==> src/verilog/crsc_pkg.sv <==
// package: shared states, timing and widths for the reset / sleep / management control link
`default_nettype none
package crsc_pkg;
    // --------------------------------------------------------------------
    // timing
    // --------------------------------------------------------------------
    localparam int unsigned CRSC_CLK_HZ          = 20_000_000;   // bus clock rate
    localparam int unsigned CRSC_POR_RESET_US    = 2000;         // least power-on reset hold, in us
    localparam int unsigned CRSC_POR_RESET_CYC   = (CRSC_POR_RESET_US * (CRSC_CLK_HZ / 1_000_000));
    localparam int unsigned CRSC_BUS_RELEASE_CYC = 2;            // outputs released within this many clocks; the device takes three
    localparam int unsigned CRSC_PWR_SETTLE_CYC  = 16;           // supplies-stable wait before power valid

    // --------------------------------------------------------------------
    // processor power state
    // --------------------------------------------------------------------
    typedef enum logic [2:0]
    {
        CRSC_ST_RESET     = 3'b000,   // held in reset
        CRSC_ST_RUN       = 3'b001,   // executing
        CRSC_ST_HALT      = 3'b010,   // clock-halt: bus and interrupt units clocked
        CRSC_ST_SLEEP     = 3'b011,   // only the pll runs
        CRSC_ST_DEEP      = 3'b100,   // deep sleep
        CRSC_ST_MGMT_ACK  = 3'b101,   // issuing management acknowledge
        CRSC_ST_MGMT      = 3'b110,   // running management handler
        CRSC_ST_FLOAT     = 3'b111    // outputs tristated after reset
    } crsc_state_t;

    // host sequencer states
    typedef enum logic [1:0]
    {
        CRSC_H_OFF    = 2'b00,   // power not valid
        CRSC_H_SETTLE = 2'b01,   // waiting for supplies and clocks
        CRSC_H_RESET  = 2'b10,   // power valid, reset held
        CRSC_H_ON     = 2'b11    // reset released
    } crsc_hstate_t;
endpackage
`default_nettype wire

==> src/verilog/crsc_link_if.sv <==
// interface: pins between system logic and the processor control block
`default_nettype none
interface crsc_link_if;
    logic power_valid;           // power-good level
    logic reset_n;               // hard reset, active low
    logic clock_halt_req_n;      // clock-halt request, active low
    logic sleep_req_n;           // sleep request, active low
    logic deep_sleep_req_n;      // deep-sleep request, active low
    logic mgmt_irq_n;            // management interrupt, active low
    logic warm_restart_n;        // self-test strap sampled at reset release
    logic bus_drive_oe;          // processor drives its bus outputs
    logic mgmt_ack;              // management acknowledge transaction pulse
    logic halt_ack;              // clock-halt acknowledge level

    // system logic end
    modport host
    (
        output power_valid, reset_n, clock_halt_req_n, sleep_req_n,
        output deep_sleep_req_n, mgmt_irq_n, warm_restart_n,
        input  bus_drive_oe, mgmt_ack, halt_ack
    );
    // processor end
    modport dev
    (
        input  power_valid, reset_n, clock_halt_req_n, sleep_req_n,
        input  deep_sleep_req_n, mgmt_irq_n, warm_restart_n,
        output bus_drive_oe, mgmt_ack, halt_ack
    );
endinterface
`default_nettype wire

==> src/verilog/crsc_device.sv <==
// processor end: power-valid qualification, reset, halt/sleep states and management entry
`default_nettype none
// Summary of operation
// - system holds power-valid low until supplies stable
// - power-valid may drop; restabilise before rising
// - keep power-valid high during boundary scan
// - reset returns known state, caches invalidated
// - power-on reset held at least two milliseconds
// - bus outputs released within two clocks (here three: two synchroniser flops plus one register)
// - straps stable before reset release, latched then
// - sleep request in halt enters sleep
// - sleep ignores snoops and interrupts
// - sleep reacts only to reset, sleep release, deep-sleep request
// - sleep release returns to clock-halt
// - deep-sleep request in sleep enters deep sleep
// - management interrupt accepted asynchronously, enters management mode
// - acknowledge transaction, then run management handler
// - management interrupt at reset release floats outputs
// - halt keeps bus and interrupt units clocked
// - halt release restarts clocks, resumes execution
// - warm-restart at reset release runs self-test
module crsc_device
    import crsc_pkg::*;
#(
    parameter int unsigned CACHE_LINES = 16      // lines invalidated, one per clock, after reset release
)
(
    // clock and reset
    input  wire logic    clk_in,
    input  wire logic    resetn_in,
    // link to system logic
    crsc_link_if.dev     link,
    // processor core side
    input  wire logic    snoop_req_in,           // bus snoop request
    input  wire logic    intr_in,                // interrupt request
    output logic [2:0]   state_out,              // current power state
    output logic         core_clk_en_out,        // core units clocked
    output logic         bus_clk_en_out,         // bus and interrupt units clocked
    output logic         pll_on_out,             // pll running
    output logic         mgmt_mode_out,          // in management mode
    output logic         ctx_save_out,           // one-cycle pulse: save execution state
    output logic         cache_inval_out,        // cache invalidate in progress
    output logic         builtin_selftest_out,   // one-cycle pulse: start self-test
    output logic         snoop_ack_out,          // snoop serviced
    output logic         intr_ack_out            // interrupt serviced
);
    // ------------------------------------------------------------------
    // input synchronisers
    // ------------------------------------------------------------------
    logic [6:0] meta_q;       // first stage, read only by sync_q
    logic [6:0] sync_q;       // second stage
    logic [6:0] raw_in;       // pin levels
    assign raw_in = {link.power_valid, link.reset_n, link.clock_halt_req_n, link.sleep_req_n,
                     link.deep_sleep_req_n, link.mgmt_irq_n, link.warm_restart_n};

    // two flops per pin before any logic looks at it
    always_ff @(posedge clk_in)
    begin
        if (!resetn_in)
        begin
            meta_q <= 7'h3e;  // power invalid, all requests idle
            sync_q <= 7'h3e;
        end
        else
        begin
            meta_q <= raw_in;
            sync_q <= meta_q;
        end
    end
    logic pv_s, rst_n_s, halt_n_s, slp_n_s, dslp_n_s, smi_n_s, warm_n_s;
    assign {pv_s, rst_n_s, halt_n_s, slp_n_s, dslp_n_s, smi_n_s, warm_n_s} = sync_q;
    // held in reset while power invalid or reset pin low
    logic hold_rst;
    assign hold_rst = !pv_s || !rst_n_s;

    // ------------------------------------------------------------------
    // state machine and outputs
    // ------------------------------------------------------------------
    crsc_state_t state_q, state_d;
    logic        smi_pend_q, smi_pend_d;   // latched management interrupt
    logic        smi_prev_q, smi_prev_d;   // edge detect on synchronised input
    logic        was_rst_q, was_rst_d;     // reset seen last cycle
    logic [$clog2(CACHE_LINES+1)-1:0] inval_q, inval_d;  // lines left to invalidate
    logic        oe_q, oe_d;
    logic        ack_q, ack_d;
    logic        save_q, save_d;
    logic        builtin_selftest_q, builtin_selftest_d;
    logic        snp_q, snp_d;
    logic        int_q, int_d;

    // next-state logic
    always_comb
    begin
        state_d    = state_q;
        smi_prev_d = smi_n_s;
        smi_pend_d = smi_pend_q;
        was_rst_d  = hold_rst;
        inval_d    = inval_q;
        oe_d       = oe_q;
        ack_d      = 1'b0;
        save_d     = 1'b0;
        builtin_selftest_d     = 1'b0;
        snp_d      = 1'b0;
        int_d      = 1'b0;
        // falling edge of management interrupt, captured in any awake state
        if (smi_prev_q && !smi_n_s)
            smi_pend_d = 1'b1;
        if (hold_rst)
        begin
            // known state, caches dropped without writeback, bus released
            state_d    = CRSC_ST_RESET;
            inval_d    = ($clog2(CACHE_LINES+1))'(CACHE_LINES);
            oe_d       = 1'b0;            // released one clock after sync
            smi_pend_d = 1'b0;
        end
        else
        begin
            if (inval_q != '0)
                inval_d = inval_q - 1'b1;   // invalidate one line per clock
            case (state_q)
                CRSC_ST_RESET:
                begin
                    // release edge: straps sampled here
                    if (was_rst_q)
                    begin
                        if (!smi_n_s)
                            state_d = CRSC_ST_FLOAT;
                        else
                        begin
                            state_d = CRSC_ST_RUN;
                            oe_d    = 1'b1;
                            builtin_selftest_d  = !warm_n_s;
                        end
                    end
                end
                CRSC_ST_FLOAT:
                    state_d = CRSC_ST_FLOAT;   // stays floating until next reset
                CRSC_ST_RUN:
                begin
                    snp_d = snoop_req_in;
                    int_d = intr_in;
                    if (smi_pend_q)
                    begin
                        save_d  = 1'b1;
                        state_d = CRSC_ST_MGMT_ACK;
                    end
                    else if (!halt_n_s)
                        state_d = CRSC_ST_HALT;
                end
                CRSC_ST_MGMT_ACK:
                begin
                    ack_d      = 1'b1;
                    smi_pend_d = smi_prev_q && !smi_n_s;   // fresh edge wins over clear
                    state_d    = CRSC_ST_MGMT;
                end
                CRSC_ST_MGMT:
                begin
                    snp_d = snoop_req_in;
                    int_d = intr_in;
                    if (!halt_n_s)
                        state_d = CRSC_ST_HALT;
                end
                CRSC_ST_HALT:
                begin
                    // bus and interrupt units keep running
                    snp_d = snoop_req_in;
                    int_d = intr_in;
                    if (!slp_n_s)
                        state_d = CRSC_ST_SLEEP;
                    else if (halt_n_s)
                        state_d = CRSC_ST_RUN;
                end
                CRSC_ST_SLEEP:
                begin
                    // snoops and interrupts not serviced; management edge dropped
                    smi_pend_d = smi_pend_q;
                    if (slp_n_s)
                        state_d = CRSC_ST_HALT;
                    else if (!dslp_n_s)
                        state_d = CRSC_ST_DEEP;
                end
                CRSC_ST_DEEP:
                begin
                    smi_pend_d = smi_pend_q;
                    if (dslp_n_s)
                        state_d = CRSC_ST_SLEEP;
                end
                default:
                    state_d = CRSC_ST_RESET;
            endcase
        end
    end

    // state registers
    always_ff @(posedge clk_in)
    begin
        if (!resetn_in)
        begin
            state_q    <= CRSC_ST_RESET;
            smi_pend_q <= 1'b0;
            smi_prev_q <= 1'b1;
            was_rst_q  <= 1'b1;
            inval_q    <= '0;
            oe_q       <= 1'b0;
            ack_q      <= 1'b0;
            save_q     <= 1'b0;
            builtin_selftest_q     <= 1'b0;
            snp_q      <= 1'b0;
            int_q      <= 1'b0;
        end
        else
        begin
            state_q    <= state_d;
            smi_pend_q <= smi_pend_d;
            smi_prev_q <= smi_prev_d;
            was_rst_q  <= was_rst_d;
            inval_q    <= inval_d;
            oe_q       <= oe_d;
            ack_q      <= ack_d;
            save_q     <= save_d;
            builtin_selftest_q     <= builtin_selftest_d;
            snp_q      <= snp_d;
            int_q      <= int_d;
        end
    end

    // ------------------------------------------------------------------
    // registered outputs
    // ------------------------------------------------------------------
    logic core_q, bus_q, pll_q, mgmt_q, halt_q, cinv_q;

    // clock gates decoded from the next state, then registered once
    always_ff @(posedge clk_in)
    begin
        if (!resetn_in)
        begin
            core_q <= 1'b0;
            bus_q  <= 1'b0;
            pll_q  <= 1'b0;
            mgmt_q <= 1'b0;
            halt_q <= 1'b0;
            cinv_q <= 1'b0;
        end
        else
        begin
            core_q <= (state_d == CRSC_ST_RUN) || (state_d == CRSC_ST_MGMT) ||
                      (state_d == CRSC_ST_MGMT_ACK);
            bus_q  <= (state_d != CRSC_ST_SLEEP) && (state_d != CRSC_ST_DEEP) &&
                      (state_d != CRSC_ST_RESET);
            pll_q  <= (state_d != CRSC_ST_DEEP);
            mgmt_q <= (state_d == CRSC_ST_MGMT) || (state_d == CRSC_ST_MGMT_ACK) ||
                      (mgmt_q && state_d != CRSC_ST_RESET && state_d != CRSC_ST_RUN);
            halt_q <= (state_d == CRSC_ST_HALT);
            cinv_q <= (inval_d != '0);
        end
    end

    assign state_out            = state_q;
    assign core_clk_en_out      = core_q;
    assign bus_clk_en_out       = bus_q;
    assign pll_on_out           = pll_q;
    assign mgmt_mode_out        = mgmt_q;
    assign ctx_save_out         = save_q;
    assign cache_inval_out      = cinv_q;
    assign builtin_selftest_out = builtin_selftest_q;
    assign snoop_ack_out        = snp_q;
    assign intr_ack_out         = int_q;
    assign link.bus_drive_oe    = oe_q;
    assign link.mgmt_ack        = ack_q;
    assign link.halt_ack        = halt_q;
endmodule
`default_nettype wire

==> src/flat_wrapper.sv <==
// flat-port wrapper written by rule: the top's interface ports become plain ports
module crsc_device_flat import crsc_pkg::*;
#(
    parameter int unsigned CACHE_LINES = 16                                                              
)
  (clk_in, resetn_in, snoop_req_in, intr_in, state_out, core_clk_en_out, bus_clk_en_out, pll_on_out, mgmt_mode_out, ctx_save_out, cache_inval_out, builtin_selftest_out, snoop_ack_out, intr_ack_out, link_power_valid, link_reset_n, link_clock_halt_req_n, link_sleep_req_n, link_deep_sleep_req_n, link_mgmt_irq_n, link_warm_restart_n, link_bus_drive_oe, link_mgmt_ack, link_halt_ack);
  crsc_link_if link_i ();
  input  wire logic clk_in;
  input  wire logic resetn_in;
  input  wire logic snoop_req_in;
  input  wire logic intr_in;
  output logic [2:0] state_out;
  output logic core_clk_en_out;
  output logic bus_clk_en_out;
  output logic pll_on_out;
  output logic mgmt_mode_out;
  output logic ctx_save_out;
  output logic cache_inval_out;
  output logic builtin_selftest_out;
  output logic snoop_ack_out;
  output logic intr_ack_out;
  input wire logic [$bits(link_i.power_valid)-1:0] link_power_valid;
  input wire logic [$bits(link_i.reset_n)-1:0] link_reset_n;
  input wire logic [$bits(link_i.clock_halt_req_n)-1:0] link_clock_halt_req_n;
  input wire logic [$bits(link_i.sleep_req_n)-1:0] link_sleep_req_n;
  input wire logic [$bits(link_i.deep_sleep_req_n)-1:0] link_deep_sleep_req_n;
  input wire logic [$bits(link_i.mgmt_irq_n)-1:0] link_mgmt_irq_n;
  input wire logic [$bits(link_i.warm_restart_n)-1:0] link_warm_restart_n;
  output wire logic [$bits(link_i.bus_drive_oe)-1:0] link_bus_drive_oe;
  output wire logic [$bits(link_i.mgmt_ack)-1:0] link_mgmt_ack;
  output wire logic [$bits(link_i.halt_ack)-1:0] link_halt_ack;
  assign link_i.power_valid = link_power_valid;
  assign link_i.reset_n = link_reset_n;
  assign link_i.clock_halt_req_n = link_clock_halt_req_n;
  assign link_i.sleep_req_n = link_sleep_req_n;
  assign link_i.deep_sleep_req_n = link_deep_sleep_req_n;
  assign link_i.mgmt_irq_n = link_mgmt_irq_n;
  assign link_i.warm_restart_n = link_warm_restart_n;
  assign link_bus_drive_oe = link_i.bus_drive_oe;
  assign link_mgmt_ack = link_i.mgmt_ack;
  assign link_halt_ack = link_i.halt_ack;
  crsc_device #(.CACHE_LINES(CACHE_LINES)) u_core (.clk_in(clk_in), .resetn_in(resetn_in), .link(link_i), .snoop_req_in(snoop_req_in), .intr_in(intr_in), .state_out(state_out), .core_clk_en_out(core_clk_en_out), .bus_clk_en_out(bus_clk_en_out), .pll_on_out(pll_on_out), .mgmt_mode_out(mgmt_mode_out), .ctx_save_out(ctx_save_out), .cache_inval_out(cache_inval_out), .builtin_selftest_out(builtin_selftest_out), .snoop_ack_out(snoop_ack_out), .intr_ack_out(intr_ack_out));
endmodule
==> config.mk <==
export PLATFORM = sky130hd
export DESIGN_NAME = crsc_device_flat
export DESIGN_NICKNAME = d
export VERILOG_FILES = /design/src/verilog/crsc_pkg.sv /design/src/verilog/crsc_link_if.sv /design/src/verilog/crsc_device.sv /design/src/flat_wrapper.sv
export SDC_FILE = /design/constraint.sdc
export NUM_CORES = 1
export LEC_CHECK = 0
export BUFFER_PORTS_ARGS = -buffer_cell sky130_fd_sc_hd__buf_4
export CAP_MARGIN = 15
export CORE_UTILIZATION = 58
export DETAILED_ROUTE_END_ITERATION = 8
export PLACE_DENSITY = 0.9
export SETUP_SLACK_MARGIN = 0.3
export SLEW_MARGIN = 20
export SYNTH_ARGS = -nofsm -noshare
export SYNTH_HDL_FRONTEND = slang
export SYNTH_SLANG_ARGS = --single-unit
==> constraint.sdc <==
create_clock -name clk_in -period 4.86 [get_ports clk_in]
set_input_delay 1.458 -clock clk_in [delete_from_list [all_inputs] [get_ports clk_in]]
set_output_delay 1.458 -clock clk_in [all_outputs]
set_load 0.02 [all_outputs]
==> results of run 1 <==
## cell usage after synthesis, drive strengths merged, types with 3 or more instances
master,count,share of area
nor2,18,0.045
inv,7,0.018
nor3,5,0.020
buf,5,0.023
nand3,3,0.010
nor2b,5,0.021
o21ai,5,0.017
dfxtp,37,0.50
and2,6,0.025
a21oi,10,0.036
nand2b,14,0.059
nand2,10,0.025
## cells by family after synthesis
family | Yosys count | share of synthesized area
AO/OA/AOI/OAI | 34 | 0.163
XOR/XNOR | 3 | 0.0176
adder cells (fa/ha/maj) | 1 | 0.00838
buffers and inverters | 14 | 0.0453
flip-flops | 37 | 0.496
multiplexers | 1 | 0.00671
AND/OR/NAND/NOR | 72 | 0.263
## path summary, 6_finish.rpt
path                       startpoint                          end  slack (ns)  depth (start not counted)
hold reg to reg      u_core.sync_q[0]  u_core.builtin_selftest_out        0.39                          1
setup / recovery  u_core.state_out[1]                 state_out[1]        1.95                          1
setup reg to reg  u_core.state_out[1]       u_core.core_clk_en_out        2.69                          5
hold / removal       u_core.sync_q[0]  u_core.builtin_selftest_out        0.39                          1
## cell type report
class,count,area (sq um)
Inverter,7,26.3
Multi-Input combinational cell,111,684
Sequential cell,37,741
Timing Repair Buffer,25,188
Tap cell,30,37.5
Clock inverter,1,30.0
Fill cell,196,693
Clock buffer,7,55.1
## per-layer routing
layer  vias up  track usage  wire, microns
met2        35        0.392           1350
met4         0        0.123             55
met1       544        0.252           1200
met3         6       0.0812            144
li1        609            -              -
met5         -            0              0
## power by group
group | total, mW | internal, mW | switching, mW | leakage [nW]
Combinational | 0.0428 | 0.0212 | 0.0216 | 0.411
Sequential | 0.319 | 0.312 | 0.00628 | 0.303
Clock | 0.222 | 0.123 | 0.0997 | 0.0455
Total | 0.584 | 0.456 | 0.128 | 0.760
## state kept, by name, summed over array words and instances (netlist names), 3 cells and up
name              flops
u_core.sync_q         7
u_core.state_out      3
u_core.inval_q        5
u_core.meta_q         7
## metrics by stage
stage          hold slack, ns  worst slack, ns  cells  power, mW
2_1_floorplan           0.374             2.75    162      0.353
3_3_place_gp            0.376             2.27    210      0.366
3_5_place_dp            0.392             2.20    210      0.368
4_1_cts                 0.410             1.95    218      0.589
5_1_grt                 0.430             1.88    218      0.608
6_report                0.391             1.95    218      0.584
==> out/summary.txt, run 1 <==
status: complete, no violations
final count of negative-setup-slack endpoints: 0
portion of the clock cycle consumed by the worst path in the final layout: 0.599
width of the die: 52.7 microns
Slew Viols, Final: 0
Avg Synthesized Cell Area: 9.21 sq um
skew final: 0.0109 ns
largest net degree at the start of global routing: 23
#FFs+latches synth: 37
Crit path buffers/inverters: 1
Layout Utilization: 0.718
final worst path period need: 2.91 ns
startpoint kind of the worst setup timing path: flip-flop
die height: 52.7 microns
most frequent cells in the layout: dfxtp_1, buf_4, nor2_1
clk buf depth: 2
number of gates resized after cts: 0
Post-synth EDFFs: 0
dominant synthesized flop cell: dfxtp_1
Post-DP HPWL: 1.92 mm
cell family with most CP delay: flip-flops
Sum Neg Setup Slack: 0 ns
Required @ worst endpoint: 3.40 ns
synthesized instance count: 162
wire length of the first global-routing pass: 4.57 mm
Clock Latency Late Sink: 0.35 ns
Setup crit end kind: output pin
share of layout cells above drive strength 1: 0.197
Starting Density: 0.608
reported leakage power: 0.760 nW
number of core rows: 18
Layout Nets: 199
maximum capacitance violations: 0
most common cell after layout, fill and taps aside: dfxtp_1
DRT Pass-1 Iters: 4
netlist area before placement: 1490 sq um
worst endpoint data arrival time: 1.45 ns
Total GRT Usage: 0.232
number of antenna violations at the first check in global routing: 0
power density over cell area: 331 nW/um^2
worst vdd rail ir drop: 0.306 mV
Synthesized Nets: 174
max_slew headroom: 0.493
diode count: 0
CTS tree: done
TritonCTS Buffers: 5
Yosys warning total: 0
CTS Hold Bufs: 0
fraction of registers with async set/reset: 0
number of global-route vias before repair: 1128
number of hold violations in the final report: 0
DR DRC count: 0
total wire length: 2.75 mm
placeable core region: 2450 sq um
post-route antenna net violation count: 0
path class of the lowest-slack min-delay path: flip-flop to flip-flop
Tightest Pin Transition: 0.760 ns
critical path, cell by cell: buf_4
Crit Path Category: flip-flop to output pin
clock sink count: 37
number of distinct library cells after synthesis: 45
post-synthesis to final-layout area growth: 18.0%
Boundary Pins: 26
peak fanout along the critical path: 22
Remaining Overflow, GRT: 0
library cell used as clock root buffer: clkbuf_4
routed via count divided by cell count: 5.48
Seq/Total Area, Yosys: 0.496
post-route standard cell area excluding fillers: 1760 sq um
instance area at placement: 1680 sq um
Setup Fix Bufs, Post-CTS: 0
highest attainable clock frequency: 0.344 GHz
weighted congestion reported at the end of routability-driven placement: 0.869
count of vias placed by the detailed router: 1194
routed length per instance: 12.6 microns
largest stage delay on the critical path: 0.83 ns
H-tree depth reported by CTS: 2
critical path's slowest cell: dfxtp_1
setup repair after global routing missed its margin: false
I/O Buffers: 25
Starting DRT DRC Count: 18
Clk pin slew, worst setup/hold paths: 0.11 ns
die footprint: 2780 sq um
Note: power is estimated with default switching activity, not from simulation.
==> run 2: changes to the inputs <==
--- a/config.mk
+++ b/config.mk
@@ -7,9 +7,9 @@
 export LEC_CHECK = 0
 export BUFFER_PORTS_ARGS = -buffer_cell sky130_fd_sc_hd__buf_4
 export CAP_MARGIN = 15
-export CORE_UTILIZATION = 58
+export CORE_UTILIZATION = 54
 export DETAILED_ROUTE_END_ITERATION = 8
-export PLACE_DENSITY = 0.9
+export PLACE_DENSITY = 0.85
 export SETUP_SLACK_MARGIN = 0.3
 export SLEW_MARGIN = 20
 export SYNTH_ARGS = -nofsm -noshare
==> constraint.sdc (replaced) <==
create_clock -name clk_in -period 2.7 [get_ports clk_in]
set_input_delay 0.81 -clock clk_in [delete_from_list [all_inputs] [get_ports clk_in]]
set_output_delay 0.81 -clock clk_in [all_outputs]
set_load 0.02 [all_outputs]
==> out/summary.txt, run 2 (same netlist as run 1, synthesis figures left out) <==
CTS tree: done
width of the die: 54.6 microns (+3.5%)
total wire length: 2.72 mm (-1.2%)
status: complete, no violations
Placed Cells incl. Taps: 210 (unchanged)
critical path, cell by cell: buf_4
skew final: 0.00977 ns (-0.00115 ns)
Largest regs: u_core.meta_q (7), u_core.sync_q (7), u_core.inval_q (5)
reported leakage power: 0.759 nW (-0.14%)
Internal Pwr Total: 0.820 mW (+80%)
share of layout cells above drive strength 1: 0.202 (+0.00532)
maximum capacitance violations: 0 (unchanged)
post-route antenna net violation count: 0 (unchanged)
final worst path period need: 2.22 ns
Worst Setup Slack post-DPL: 0.651 ns (-1.55 ns)
switching share of power: 0.219 (+0.000304)
number of core rows: 18 (unchanged)
power density over cell area: 595 nW/um^2 (+79%)
die footprint: 2980 sq um (+7.1%)
final standard cell count with taps included and fillers excluded: 218 (unchanged)
routed via count divided by cell count: 5.56 (+1.5%)
Post-DP HPWL: 1.85 mm (-3.6%)
max_slew headroom: 0.519 (+0.0261)
cell family with most CP delay: flip-flops
most frequent cells in the layout: dfxtp_1, buf_4, nor2_1
final count of negative-setup-slack endpoints: 0 (unchanged)
number of antenna violations at the first check in global routing: 0 (unchanged)
largest net degree at the start of global routing: 23 (unchanged)
clock sink count: 37 (unchanged)
Boundary Pins: 26 (unchanged)
portion of the clock cycle consumed by the worst path in the final layout: 0.824
die height: 54.6 microns (+3.5%)
Clock power frac: 0.380 (about the same)
number of hold violations in the final report: 0 (unchanged)
Crit Path Category: flip-flop to output pin
count of vias placed by the detailed router: 1212 (+1.5%)
TritonCTS Buffers: 5 (unchanged)
Crit path buffers/inverters: 1 (unchanged)
part of the power in combinational logic: 0.073 (about the same)
DRT Pass-1 Iters: 5 (+1)
Layout Nets: 199 (unchanged)
Starting Density: 0.587 (-0.0215)
Remaining Overflow, GRT: 0 (unchanged)
Slew Viols, Final: 0 (unchanged)
most common cell after layout, fill and taps aside: dfxtp_1
library cell used as clock root buffer: clkbuf_4
post-synthesis to final-layout area growth: 18.3%
number of global-route vias before repair: 1069 (-5.2%)
sequential group share of total power: 0.546 (about the same)
largest stage delay on the critical path: 0.81 ns (-0.02 ns)
Tightest Pin Transition: 0.721 ns (-0.0391 ns)
startpoint kind of the worst setup timing path: flip-flop
Starting DRT DRC Count: 38 (+20)
H-tree depth reported by CTS: 2 (unchanged)
Total GRT Usage: 0.218 (-0.0140)
instance area at placement: 1680 sq um (unchanged)
wire length of the first global-routing pass: 4.43 mm (-3.0%)
diode count: 0 (unchanged)
Setup Fix Bufs, Post-CTS: 0 (unchanged)
Required @ worst endpoint: 1.89 ns (-1.51 ns)
clk buf depth: 2 (unchanged)
switching power: 0.230 mW (+80%)
setup repair after global routing missed its margin: false
I/O Buffers: 25 (unchanged)
weighted congestion reported at the end of routability-driven placement: 0.900 (+3.6%)
routed length per instance: 12.5 microns (-1.2%)
CTS Hold Bufs: 0 (unchanged)
Clock Latency Late Sink: 0.34 ns (about the same)
DR DRC count: 0 (unchanged)
worst endpoint data arrival time: 1.41 ns (-0.04 ns)
number of gates resized after cts: 0 (unchanged)
placeable core region: 2540 sq um (+3.7%)
Clk pin slew, worst setup/hold paths: 0.11 ns (about the same)
Setup crit end kind: output pin
highest attainable clock frequency: 0.450 GHz
Sum Neg Setup Slack: 0 ns (unchanged)
post-route standard cell area excluding fillers: 1770 sq um (+0.21%)
slack of the critical path: 0.476 ns (-1.47 ns)
critical path's slowest cell: dfxtp_1
peak fanout along the critical path: 22 (unchanged)
worst vdd rail ir drop: 0.535 mV (+75%)
path class of the lowest-slack min-delay path: flip-flop to flip-flop
## run 2: stage by stage
| stage | total power [mW] | util | hold WS [ns] |
|---|---|---|---|
| 5_1_grt | 1.10 | 0.694 | 0.433 |
| 3_5_place_dp | 0.662 | 0.659 | 0.391 |
| 6_report | 1.05 | 0.694 | 0.406 |
| 3_3_place_gp | 0.658 | 0.659 | 0.382 |
| 4_1_cts | 1.06 | 0.694 | 0.409 |
| 2_1_floorplan | 0.635 | - | 0.374 |
## run 2: area by class of cell
type	instances	area (sq um)
fillers	201	779
multi-input cells	111	684
clock buffers	6	51.3
clock inverters	2	37.5
inverters	7	26.3
well taps	30	37.5
repair buffers	25	188
flip-flops and latches	37	741
## run 2: path summary, 6_finish.rpt
| path | depth (start not counted) | slack, ns | from | end |
|---|---|---|---|---|
| setup reg to reg | 5 | 0.60 | u_core.state_out[1] | u_core.core_clk_en_out |
| hold reg to reg | 1 | 0.41 | u_core.sync_q[0] | u_core.builtin_selftest_out |
| setup / recovery | 1 | 0.48 | u_core.state_out[1] | state_out[1] |
| hold / removal | 1 | 0.41 | u_core.sync_q[0] | u_core.builtin_selftest_out |
## run 2: layer usage
metal | global-route usage | up-vias | part of all wire
met1 | 0.249 | 549 | 0.44
met3 | 0.108 | 7 | 0.060
met5 | 0 | - | 0
met4 | 0.0983 | 0 | 0.018
li1 | - | 610 | -
met2 | 0.341 | 46 | 0.48
## run 2: power by group through the flow
stage	Combinational (mW)	Sequential (mW)	Clock, mW
final	0.0771	0.574	0.399
after global routing	0.0850	0.576	0.441
after CTS	0.0770	0.573	0.408
after detailed placement	0.0766	0.586	0
after global placement	0.0736	0.585	0
after floorplan	0.0490	0.586	0
